===== config.mk =====
export PLATFORM = sky130hd
export DESIGN_NAME = tla_alert_core
export DESIGN_NICKNAME = d
export VERILOG_FILES = /design/src/inc/tla_pkg.sv /design/src/rtl/tla_alert_core.sv /design/src/rtl/tla_fault_qual.sv
export SDC_FILE = /design/constraint.sdc
export NUM_CORES = 1
export LEC_CHECK = 0
export ABC_AREA = 1
export BUFFER_PORTS_ARGS = -buffer_cell sky130_fd_sc_hd__buf_2
export CORE_MARGIN = 8
export CORE_UTILIZATION = 50
export CTS_CLUSTER_DIAMETER = 80
export DETAILED_ROUTE_END_ITERATION = 8
export PLACE_DENSITY = 0.77
export RECOVER_POWER = 50
export SLEW_MARGIN = 25
export SYNTH_ARGS = -nofsm -noshare
export SYNTH_HDL_FRONTEND = slang
export SYNTH_SLANG_ARGS = --single-unit

===== constraint.sdc =====
create_clock -name CLK -period 1.91 [get_ports CLK]
set_input_delay 0.382 -clock CLK [delete_from_list [all_inputs] [get_ports CLK]]
set_output_delay 0.382 -clock CLK [all_outputs]
set_load 0.1 [all_outputs]

===== src/inc/tla_pkg.sv =====
// Constants and types for the temperature limit alert block
package tla_pkg;
  localparam int REM_W = 11;
  localparam int LOC_W = 8;
  localparam int HYST_W = 8;
  localparam int STATUS_W = 8;
  localparam int REM_FRAC_SH = 3;
  localparam int FQ_DEPTH = 3;
  localparam int CLK_FREQ_MHZ = 40;
  localparam int CONV_GAP_US = 1000;
  localparam int CONV_GAP_CYC = CONV_GAP_US * CLK_FREQ_MHZ;
  localparam int MODE_BIT = 0;
  localparam logic MODE_INT = 1'b0;
  localparam logic MODE_CMP = 1'b1;
  localparam logic SUPPRESS_RST = 1'b0;
  // Condition indices
  localparam int NCOND = 5;
  localparam int C_RHI = 0;
  localparam int C_RLO = 1;
  localparam int C_LHI = 2;
  localparam int C_RCRIT = 3;
  localparam int C_LCRIT = 4;
  localparam logic [NCOND-1:0] LIM_MASK = 5'h07;
  localparam logic [NCOND-1:0] REM_MASK = 5'h0b;
  // Status bit positions
  localparam int ST_BUSY = 7;
  localparam int ST_LHI = 6;
  localparam int ST_RHI = 4;
  localparam int ST_RLO = 3;
  localparam int ST_OPEN = 2;
  localparam int ST_RCRIT = 1;
  localparam int ST_LCRIT = 0;
  typedef enum logic [3:0] {
    SEQ_IDLE = 4'h1,
    SEQ_REM = 4'h2,
    SEQ_LOC = 4'h4,
    SEQ_GAP = 4'h8
  } tla_seq_t;
endpackage : tla_pkg


===== src/rtl/tla_alert_core.sv =====
// Limit checking, status flags, alert and critical outputs, conversion sequencer
`timescale 1ns/1ps
`default_nettype none
module tla_alert_core #(
  parameter int CONV_GAP = tla_pkg::CONV_GAP_CYC,
  parameter int FQ_DEPTH = tla_pkg::FQ_DEPTH
) (
  input wire logic CLK,
  input wire logic ARST_N,
  input wire logic SHUTDOWN,
  input wire logic [7:0] ALERT_MODE_REG,
  input wire logic FAULT_QUEUE_EN,
  input wire logic [tla_pkg::NCOND-1:0] COND_EN,
  input wire logic ONE_SHOT,
  input wire logic STATUS_RD,
  input wire logic SUPPRESS_WR,
  input wire logic SUPPRESS_WDATA,
  input wire logic [tla_pkg::REM_W-1:0] REMOTE_HIGH_LIMIT,
  input wire logic [tla_pkg::REM_W-1:0] REMOTE_LOW_LIMIT,
  input wire logic [tla_pkg::LOC_W-1:0] LOCAL_HIGH_LIMIT,
  input wire logic [tla_pkg::REM_W-1:0] REMOTE_CRITICAL_LIMIT,
  input wire logic [tla_pkg::LOC_W-1:0] LOCAL_CRITICAL_LIMIT,
  input wire logic [tla_pkg::HYST_W-1:0] CRIT_HYST,
  input wire logic ADC_DONE,
  input wire logic [tla_pkg::REM_W-1:0] ADC_RESULT,
  input wire logic DIODE_OPEN,
  output logic ADC_START,
  output logic ADC_REMOTE,
  output logic ADC_ABORT,
  output logic [tla_pkg::REM_W-1:0] REMOTE_TEMP,
  output logic [tla_pkg::LOC_W-1:0] LOCAL_TEMP,
  output logic [tla_pkg::STATUS_W-1:0] STATUS,
  output logic ALERT_SUPPRESS_BIT,
  output logic ALERT_N,
  output logic CRIT_N
);
  localparam int GW = $clog2(CONV_GAP + 1);
  localparam logic [GW-1:0] GAP_LAST = GW'(CONV_GAP - 1);
  localparam int RX = tla_pkg::REM_W + 2;
  localparam int LX = tla_pkg::LOC_W + 2;

  logic [1:0] rst_sync;
  logic rst_n;
  tla_pkg::tla_seq_t state;
  tla_pkg::tla_seq_t next_state;
  logic [GW-1:0] gap_cnt;
  logic shut_q;
  logic shut_rise;
  logic rem_done;
  logic loc_done;
  logic cmp_mode;
  logic rd_int;
  logic [tla_pkg::NCOND-1:0] raw;
  logic [tla_pkg::NCOND-1:0] hit;
  logic [tla_pkg::NCOND-1:0] upd;
  logic [tla_pkg::NCOND-1:0] qen;
  logic [tla_pkg::NCOND-1:0] lvl;
  logic [tla_pkg::NCOND-1:0] fset;
  logic [tla_pkg::NCOND-1:0] fclr;
  logic [tla_pkg::NCOND-1:0] flag;
  logic [tla_pkg::NCOND-1:0] next_flag;
  logic [1:0] crit_act;
  logic [1:0] next_crit_act;
  logic rem_rel;
  logic loc_rel;
  logic alert;
  logic next_alert;
  logic trig;
  logic open_q;
  logic signed [RX-1:0] rres_x;
  logic signed [RX-1:0] rcrit_x;
  logic signed [LX-1:0] lres_x;
  logic signed [LX-1:0] lcrit_x;

  // Reset release through two flops; assertion stays asynchronous
  always_ff @(posedge CLK or negedge ARST_N) begin
    if (!ARST_N) begin
      rst_sync <= 2'b00;
    end else begin
      rst_sync <= {rst_sync[0], 1'b1};
    end
  end
  assign rst_n = rst_sync[1];

  assign cmp_mode = (ALERT_MODE_REG[tla_pkg::MODE_BIT] == tla_pkg::MODE_CMP);
  assign rd_int = STATUS_RD & !cmp_mode;
  assign shut_rise = SHUTDOWN & !shut_q;

  // Conversion sequencer
  always_ff @(posedge CLK or negedge rst_n) begin
    if (!rst_n) begin
      shut_q <= 1'b0;
    end else begin
      shut_q <= SHUTDOWN;
    end
  end

  always_comb begin
    next_state = state;
    case (state)
      tla_pkg::SEQ_IDLE: begin
        if (!SHUTDOWN || ONE_SHOT) begin
          next_state = tla_pkg::SEQ_REM;
        end
      end
      tla_pkg::SEQ_REM: begin
        if (shut_rise) begin
          next_state = tla_pkg::SEQ_IDLE;
        end else if (ADC_DONE) begin
          next_state = tla_pkg::SEQ_LOC;
        end
      end
      tla_pkg::SEQ_LOC: begin
        if (shut_rise) begin
          next_state = tla_pkg::SEQ_IDLE;
        end else if (ADC_DONE) begin
          next_state = SHUTDOWN ? tla_pkg::SEQ_IDLE : tla_pkg::SEQ_GAP;
        end
      end
      tla_pkg::SEQ_GAP: begin
        if (SHUTDOWN) begin
          next_state = tla_pkg::SEQ_IDLE;
        end else if (gap_cnt == GAP_LAST) begin
          next_state = tla_pkg::SEQ_REM;
        end
      end
      default: begin
        next_state = tla_pkg::SEQ_IDLE;
      end
    endcase
  end

  always_ff @(posedge CLK or negedge rst_n) begin
    if (!rst_n) begin
      state <= tla_pkg::SEQ_IDLE;
      gap_cnt <= '0;
    end else begin
      state <= next_state;
      if (state != tla_pkg::SEQ_GAP) begin
        gap_cnt <= '0;
      end else begin
        gap_cnt <= gap_cnt + 1'b1;
      end
    end
  end

  // Front end handshake
  always_ff @(posedge CLK or negedge rst_n) begin
    if (!rst_n) begin
      ADC_START <= 1'b0;
      ADC_REMOTE <= 1'b0;
      ADC_ABORT <= 1'b0;
    end else begin
      ADC_START <= (next_state != state) &&
                   (next_state == tla_pkg::SEQ_REM || next_state == tla_pkg::SEQ_LOC);
      ADC_REMOTE <= (next_state == tla_pkg::SEQ_REM);
      ADC_ABORT <= shut_rise && (state == tla_pkg::SEQ_REM || state == tla_pkg::SEQ_LOC);
    end
  end

  // A done in the abort cycle is dropped: partial results never land
  assign rem_done = ADC_DONE & (state == tla_pkg::SEQ_REM) & !shut_rise;
  assign loc_done = ADC_DONE & (state == tla_pkg::SEQ_LOC) & !shut_rise;

  // Result registers load as each conversion ends
  always_ff @(posedge CLK or negedge rst_n) begin
    if (!rst_n) begin
      REMOTE_TEMP <= '0;
      LOCAL_TEMP <= '0;
    end else begin
      if (rem_done) begin
        REMOTE_TEMP <= ADC_RESULT;
      end
      if (loc_done) begin
        LOCAL_TEMP <= ADC_RESULT[tla_pkg::LOC_W-1:0];
      end
    end
  end

  // Signed limit compares; local result sits in the low byte
  always_comb begin
    raw = '0;
    raw[tla_pkg::C_RHI] = $signed(ADC_RESULT) > $signed(REMOTE_HIGH_LIMIT);
    raw[tla_pkg::C_RLO] = $signed(ADC_RESULT) < $signed(REMOTE_LOW_LIMIT);
    raw[tla_pkg::C_RCRIT] = $signed(ADC_RESULT) > $signed(REMOTE_CRITICAL_LIMIT);
    raw[tla_pkg::C_LHI] = $signed(ADC_RESULT[tla_pkg::LOC_W-1:0]) >
                          $signed(LOCAL_HIGH_LIMIT);
    raw[tla_pkg::C_LCRIT] = $signed(ADC_RESULT[tla_pkg::LOC_W-1:0]) >
                            $signed(LOCAL_CRITICAL_LIMIT);
  end

  // Hysteresis is in whole degrees; remote scales it to eighths
  assign rres_x = $signed({{2{ADC_RESULT[tla_pkg::REM_W-1]}}, ADC_RESULT});
  assign rcrit_x = $signed({{2{REMOTE_CRITICAL_LIMIT[tla_pkg::REM_W-1]}}, REMOTE_CRITICAL_LIMIT}) -
                   $signed({2'b00, CRIT_HYST, 3'b000});
  assign lres_x = $signed({{2{ADC_RESULT[tla_pkg::LOC_W-1]}}, ADC_RESULT[tla_pkg::LOC_W-1:0]});
  assign lcrit_x = $signed({{2{LOCAL_CRITICAL_LIMIT[tla_pkg::LOC_W-1]}}, LOCAL_CRITICAL_LIMIT}) -
                   $signed({2'b00, CRIT_HYST});
  assign rem_rel = rres_x < rcrit_x;
  assign loc_rel = lres_x < lcrit_x;

  always_comb begin
    upd = {loc_done, rem_done, loc_done, rem_done, rem_done};
    qen = tla_pkg::REM_MASK & {tla_pkg::NCOND{FAULT_QUEUE_EN}};
  end

  genvar gi;
  generate
    for (gi = 0; gi < tla_pkg::NCOND; gi++) begin : g_qual
      tla_fault_qual #(
        .DEPTH(FQ_DEPTH)
      ) u_qual (
        .clk(CLK),
        .rst_n(rst_n),
        .upd(upd[gi]),
        .raw(raw[gi]),
        .queue_en(qen[gi]),
        .hit(hit[gi])
      );
    end
  endgenerate

  // Critical state per channel: index 0 remote, 1 local
  always_comb begin
    next_crit_act = crit_act;
    if (rem_done) begin
      if (hit[tla_pkg::C_RCRIT]) begin
        next_crit_act[0] = 1'b1;
      end else if (rem_rel) begin
        next_crit_act[0] = 1'b0;
      end
    end
    if (loc_done) begin
      if (hit[tla_pkg::C_LCRIT]) begin
        next_crit_act[1] = 1'b1;
      end else if (loc_rel) begin
        next_crit_act[1] = 1'b0;
      end
    end
  end

  always_ff @(posedge CLK or negedge rst_n) begin
    if (!rst_n) begin
      crit_act <= 2'b00;
    end else begin
      crit_act <= next_crit_act;
    end
  end

  // Flag update: hardware set wins over a clear in the same cycle
  always_comb begin
    lvl = hit;
    lvl[tla_pkg::C_RCRIT] = next_crit_act[0];
    lvl[tla_pkg::C_LCRIT] = next_crit_act[1];
    fset = upd & lvl;
    if (cmp_mode) begin
      fclr = upd & ~lvl;
    end else begin
      fclr = {tla_pkg::NCOND{rd_int}};
    end
    next_flag = (flag & ~fclr) | fset;
  end

  // Shutdown never clears flags and never moves ALERT_N or CRIT_N
  always_ff @(posedge CLK or negedge rst_n) begin
    if (!rst_n) begin
      flag <= '0;
      open_q <= 1'b0;
    end else begin
      flag <= next_flag;
      open_q <= DIODE_OPEN;
    end
  end

  // Suppress bit: interrupt-mode status read with a flag set sets it, host write of 0 clears it
  always_ff @(posedge CLK or negedge rst_n) begin
    if (!rst_n) begin
      ALERT_SUPPRESS_BIT <= tla_pkg::SUPPRESS_RST;
    end else if (rd_int && (flag != '0)) begin
      ALERT_SUPPRESS_BIT <= 1'b1;
    end else if (SUPPRESS_WR) begin
      ALERT_SUPPRESS_BIT <= SUPPRESS_WDATA;
    end
  end

  // Alert pin; only limit conditions, crit has its own pin
  assign trig = |(fset & COND_EN & tla_pkg::LIM_MASK);

  always_comb begin
    if (cmp_mode) begin
      // New assertion only at a conversion end; suppress never releases
      next_alert = (|(next_flag & COND_EN & tla_pkg::LIM_MASK)) &
                   (alert | (trig & !ALERT_SUPPRESS_BIT));
    end else if (trig && !ALERT_SUPPRESS_BIT) begin
      next_alert = 1'b1;
    end else if (rd_int) begin
      next_alert = 1'b0;
    end else begin
      next_alert = alert;
    end
  end

  always_ff @(posedge CLK or negedge rst_n) begin
    if (!rst_n) begin
      alert <= 1'b0;
      ALERT_N <= 1'b1;
      CRIT_N <= 1'b1;
    end else begin
      alert <= next_alert;
      ALERT_N <= !next_alert;
      // Suppress deliberately absent here
      CRIT_N <= !(|(next_crit_act & {COND_EN[tla_pkg::C_LCRIT],
                                     COND_EN[tla_pkg::C_RCRIT]}));
    end
  end

  // Status image; lags internal flags by one cycle
  always_ff @(posedge CLK or negedge rst_n) begin
    if (!rst_n) begin
      STATUS <= '0;
    end else begin
      STATUS <= '0;
      STATUS[tla_pkg::ST_BUSY] <= (state == tla_pkg::SEQ_REM) ||
                                  (state == tla_pkg::SEQ_LOC);
      STATUS[tla_pkg::ST_LHI] <= flag[tla_pkg::C_LHI];
      STATUS[tla_pkg::ST_RHI] <= flag[tla_pkg::C_RHI];
      STATUS[tla_pkg::ST_RLO] <= flag[tla_pkg::C_RLO];
      STATUS[tla_pkg::ST_OPEN] <= open_q;
      STATUS[tla_pkg::ST_RCRIT] <= flag[tla_pkg::C_RCRIT];
      STATUS[tla_pkg::ST_LCRIT] <= flag[tla_pkg::C_LCRIT];
    end
  end
endmodule : tla_alert_core
`default_nettype wire


===== src/rtl/tla_fault_qual.sv =====
// Consecutive out-of-limit qualifier for one condition
`timescale 1ns/1ps
`default_nettype none
module tla_fault_qual #(
  parameter int DEPTH = 3
) (
  input wire logic clk,
  input wire logic rst_n,
  input wire logic upd,
  input wire logic raw,
  input wire logic queue_en,
  output logic hit
);
  localparam int CW = (DEPTH > 2) ? $clog2(DEPTH) : 1;
  localparam logic [CW-1:0] CNT_MAX = CW'(DEPTH - 1);
  logic [CW-1:0] cnt;

  // Counts prior consecutive violations; saturates at DEPTH-1
  always_ff @(posedge clk or negedge rst_n) begin
    if (!rst_n) begin
      cnt <= '0;
    end else if (upd) begin
      if (!raw) begin
        cnt <= '0;
      end else if (cnt != CNT_MAX) begin
        cnt <= cnt + 1'b1;
      end
    end
  end

  // Third violation in a row qualifies when queue is on
  assign hit = raw & (!queue_en | (cnt == CNT_MAX));
endmodule : tla_fault_qual
`default_nettype wire


==> results.ini <==
[status]
status = finished with violations
violations = negative setup slack

[setup_path]
cpPeakStageDelay_ns = 0.34
critPathKind = primary input to register
cp.arrival_ns = 2.96
cp-startpoint = REMOTE_CRITICAL_LIMIT[3]
path_max_fanout = 2
worst_r2r_startpoint = state[1]$_DFF_PN0_
worst-path-buf-inv = 3
critPathCaptureType = register
worstPathCellList = buf_8 > inv_12 > ha_4 > inv_2 > fa_2 > nand3_2 > nand2_2 > a21oi_2 > o21ai_2 > a21o_1 > a21oi_2 > xor2_1 > ha_1 > nand4_1 > a21oi_1 > nor2_1 > nand3_1 > nand3_1 > nand2_1 > nand2_2 > nand2_2 > a21oi_1
critPathRequiredTime_ns = 2.18
crit_slowest_cell = fa_2
path_delay_family = simple AND/OR/NAND/NOR gates
path_common_cell = nand2_2
setup.worst_path.start_class = primary input

[cts]
cts.sinks = 70
ctsRootBufferMaster = clkbuf_8
cts_tree = done
cts_made_buffers = 9
clk_latency_ns = 0.34
clockBufferDepth = 2
path_clk_slew_ns = 0.07
cts_max_level = 3

[global_routing]
grt_max_degree = 46
grt_overflow = 0
grt_pass1_vias = 5479
grt.total_usage_pct = 20.9
antenna_found_initial = 1
grt_pass1_wl_um = 25100

[drt]
drt_first_pass_iters = 4
post-route-drc-count = 0
avgViaCountPerCell = 5.01
drt_iter0_drc = 319
wl_per_cell_um = 14.0
vias = 5387
wirelength_um = 15100
antenna_left = 0

[power]
ir_drop_mv = 1.41
power_w = 0.00707
leakage_nw = 4.15
power_density_nw_per_um2 = 968

[synth]
synth.avg_cell_area_um2 = 7.64
ys_seq_elements = 70
yosysSeqAreaShare_pct = 31.5
yosysWarnings = 0
synthCells = 729
synth_ff_type = dfrtp_1
netlist.area_leader.share_pct = 30.1
synth.area.top_cells = dfrtp_1 30%, ha_1 20%, nand2_1 11%, inv_1 9.2%, a21oi_1 4.5%
syn_area_um2 = 5570
synthArstFlopShare_pct = 100
synth.distinct_cells = 44
synth_edf_count = 0
syn_nets = 911
synth_top_cell_by_area = dfrtp_1

[timing]
whs_ns = 0.149
tightest_slew_ns = 1.19
worst_slack_ns = -0.786
tns_ns = -3.40
relSlewSlack_pct = 20.7
slew_violations = 0
fmax_mhz = 371
period_share_pct = 141
min_period_ns = 2.70
setup_violations = 5
finalClockSkew_ns = 0.0126
final-hold-violation-count = 0
rsz0062_at_grt = yes

[finish]
num-fill-cells = 880
layout-drive-gt1-share_pct = 30.3
regArea_um2 = 1760
area_growth_pct = 31.1
nNetsFinal = 1111
multi_input_area_um2 = 3420

[place]
io_buffers = 115
preCtsSetupSlack_ns = -1.14
gp_congestion = 0.923
dp_hpwl_um = 12400

[die]
io_pins = 124
die_w_um = 122
start_util_pct = 51.4
core_area_um2 = 10800
die-area_um2 = 14800
die_y_um = 122
rows = 38

[job]
max_cap_viol_count = 0

[hold_path]
hp-start = DIODE_OPEN
hold_path_class = primary input to register

==> logic make-up after synthesis <==
kind of cell,after synthesis,share of synthesized area [%]
other cells,2,0.135
flops,70,31.5
xor+xnor,15,2.36
compound gates,114,11.3
buf+inv,151,10.3
simple gates,285,23.5
fa+ha+maj,91,20.7
mux,1,0.180
==> cells in the mapped netlist, drive strengths merged (5+ instances only) <==
| library cell | number |
|---|---|
| xnor2 | 6 |
| a21oi | 51 |
| nand3 | 36 |
| nor2 | 44 |
| o21a | 5 |
| xor2 | 9 |
| nand2 | 167 |
| nand4 | 13 |
| nor3 | 19 |
| inv | 143 |
| o21ai | 44 |
| ha | 89 |
| o21bai | 5 |
| dfrtp | 67 |
==> final timing paths <==
check / end / slack, ns / cells past startpoint
min reg2reg: rst_sync[1]$_DFF_PN0_ / 0.36 / 0
max: CRIT_N$_DFF_PN1_ / -0.79 / 22
max in group asynchronous: crit_act[0]$_DFF_PN0_ / 0.61 / 1
min in group asynchronous: rst_sync[0]$_DFF_PN0_ / 0.35 / 2
min: open_q$_DFF_PN0_ / 0.15 / 1
max reg2reg: alert$_DFF_PN0_ / 0.11 / 13
==> stage by stage <==
step           std cells  instance area [µm²]  utilization, %
4_1_cts             1073                 7250            66.9
5_1_grt             1075                 7310            67.4
2_1_floorplan        729                 5690               -
3_3_place_gp        1055                 6990            64.4
3_5_place_dp        1055                 6990            64.4
6_report            1075                 7310            67.4
==> area by class of cell <==
class / count / area share [%]
Clock inverter: 6 / 0.856
Sequential cell: 70 / 24.0
Multi-Input combinational cell: 508 / 46.8
Timing Repair Buffer: 195 / 16.4
Clock buffer: 10 / 1.75
Antenna cell: 1 / 0.0342
Inverter: 145 / 7.72
Tap cell: 140 / 2.40
==> flip-flops by register name (all words and copies together), names as in the netlist, 2 cells and up <==
signal / count
LOCAL_TEMP: 8
REMOTE_TEMP: 11
STATUS: 7
crit_act: 2
flag: 5
g_qual.u_qual.cnt: 6
gap_cnt: 16
rst_sync: 2
state: 4
==> power breakdown <==
| group | switching [W] | internal [W] |
|---|---|---|
| logic | 0.00291 | 0.000956 |
| registers | 0.000215 | 0.00185 |
| clock network | 0.000546 | 0.000601 |
==> repair_timing <==
action                                  CTS  global route
endpoints found under the setup margin    5            11
gates resized for setup                  22            16
setup buffers                             1             1
hold buffers                              1             0
pin swaps                                 7            11
hold endpoints to repair                  2             0
==> layer usage <==
layer	share of wire (%)	GRT usage, %	vias to the layer above
met4	2.3	6.40	0
li1	-	-	2748
met3	5.4	3.42	35
met5	0	0	-
met2	49	37.2	151
met1	43	25.4	2453
==> placed cells by master (no fill, tap or decap), drive strengths merged, types with 19 or more instances in the layout <==
cell type | synthesis | final
inv | 143 | 142
ha | 89 | 89
a21oi | 51 | 51
nor2 | 44 | 44
nand3 | 36 | 36
nand2 | 167 | 167
buf | 3 | 190
dfrtp | 67 | 67
nor3 | 19 | 19
o21ai | 44 | 44
Note: power is estimated with default switching activity, not from simulation.
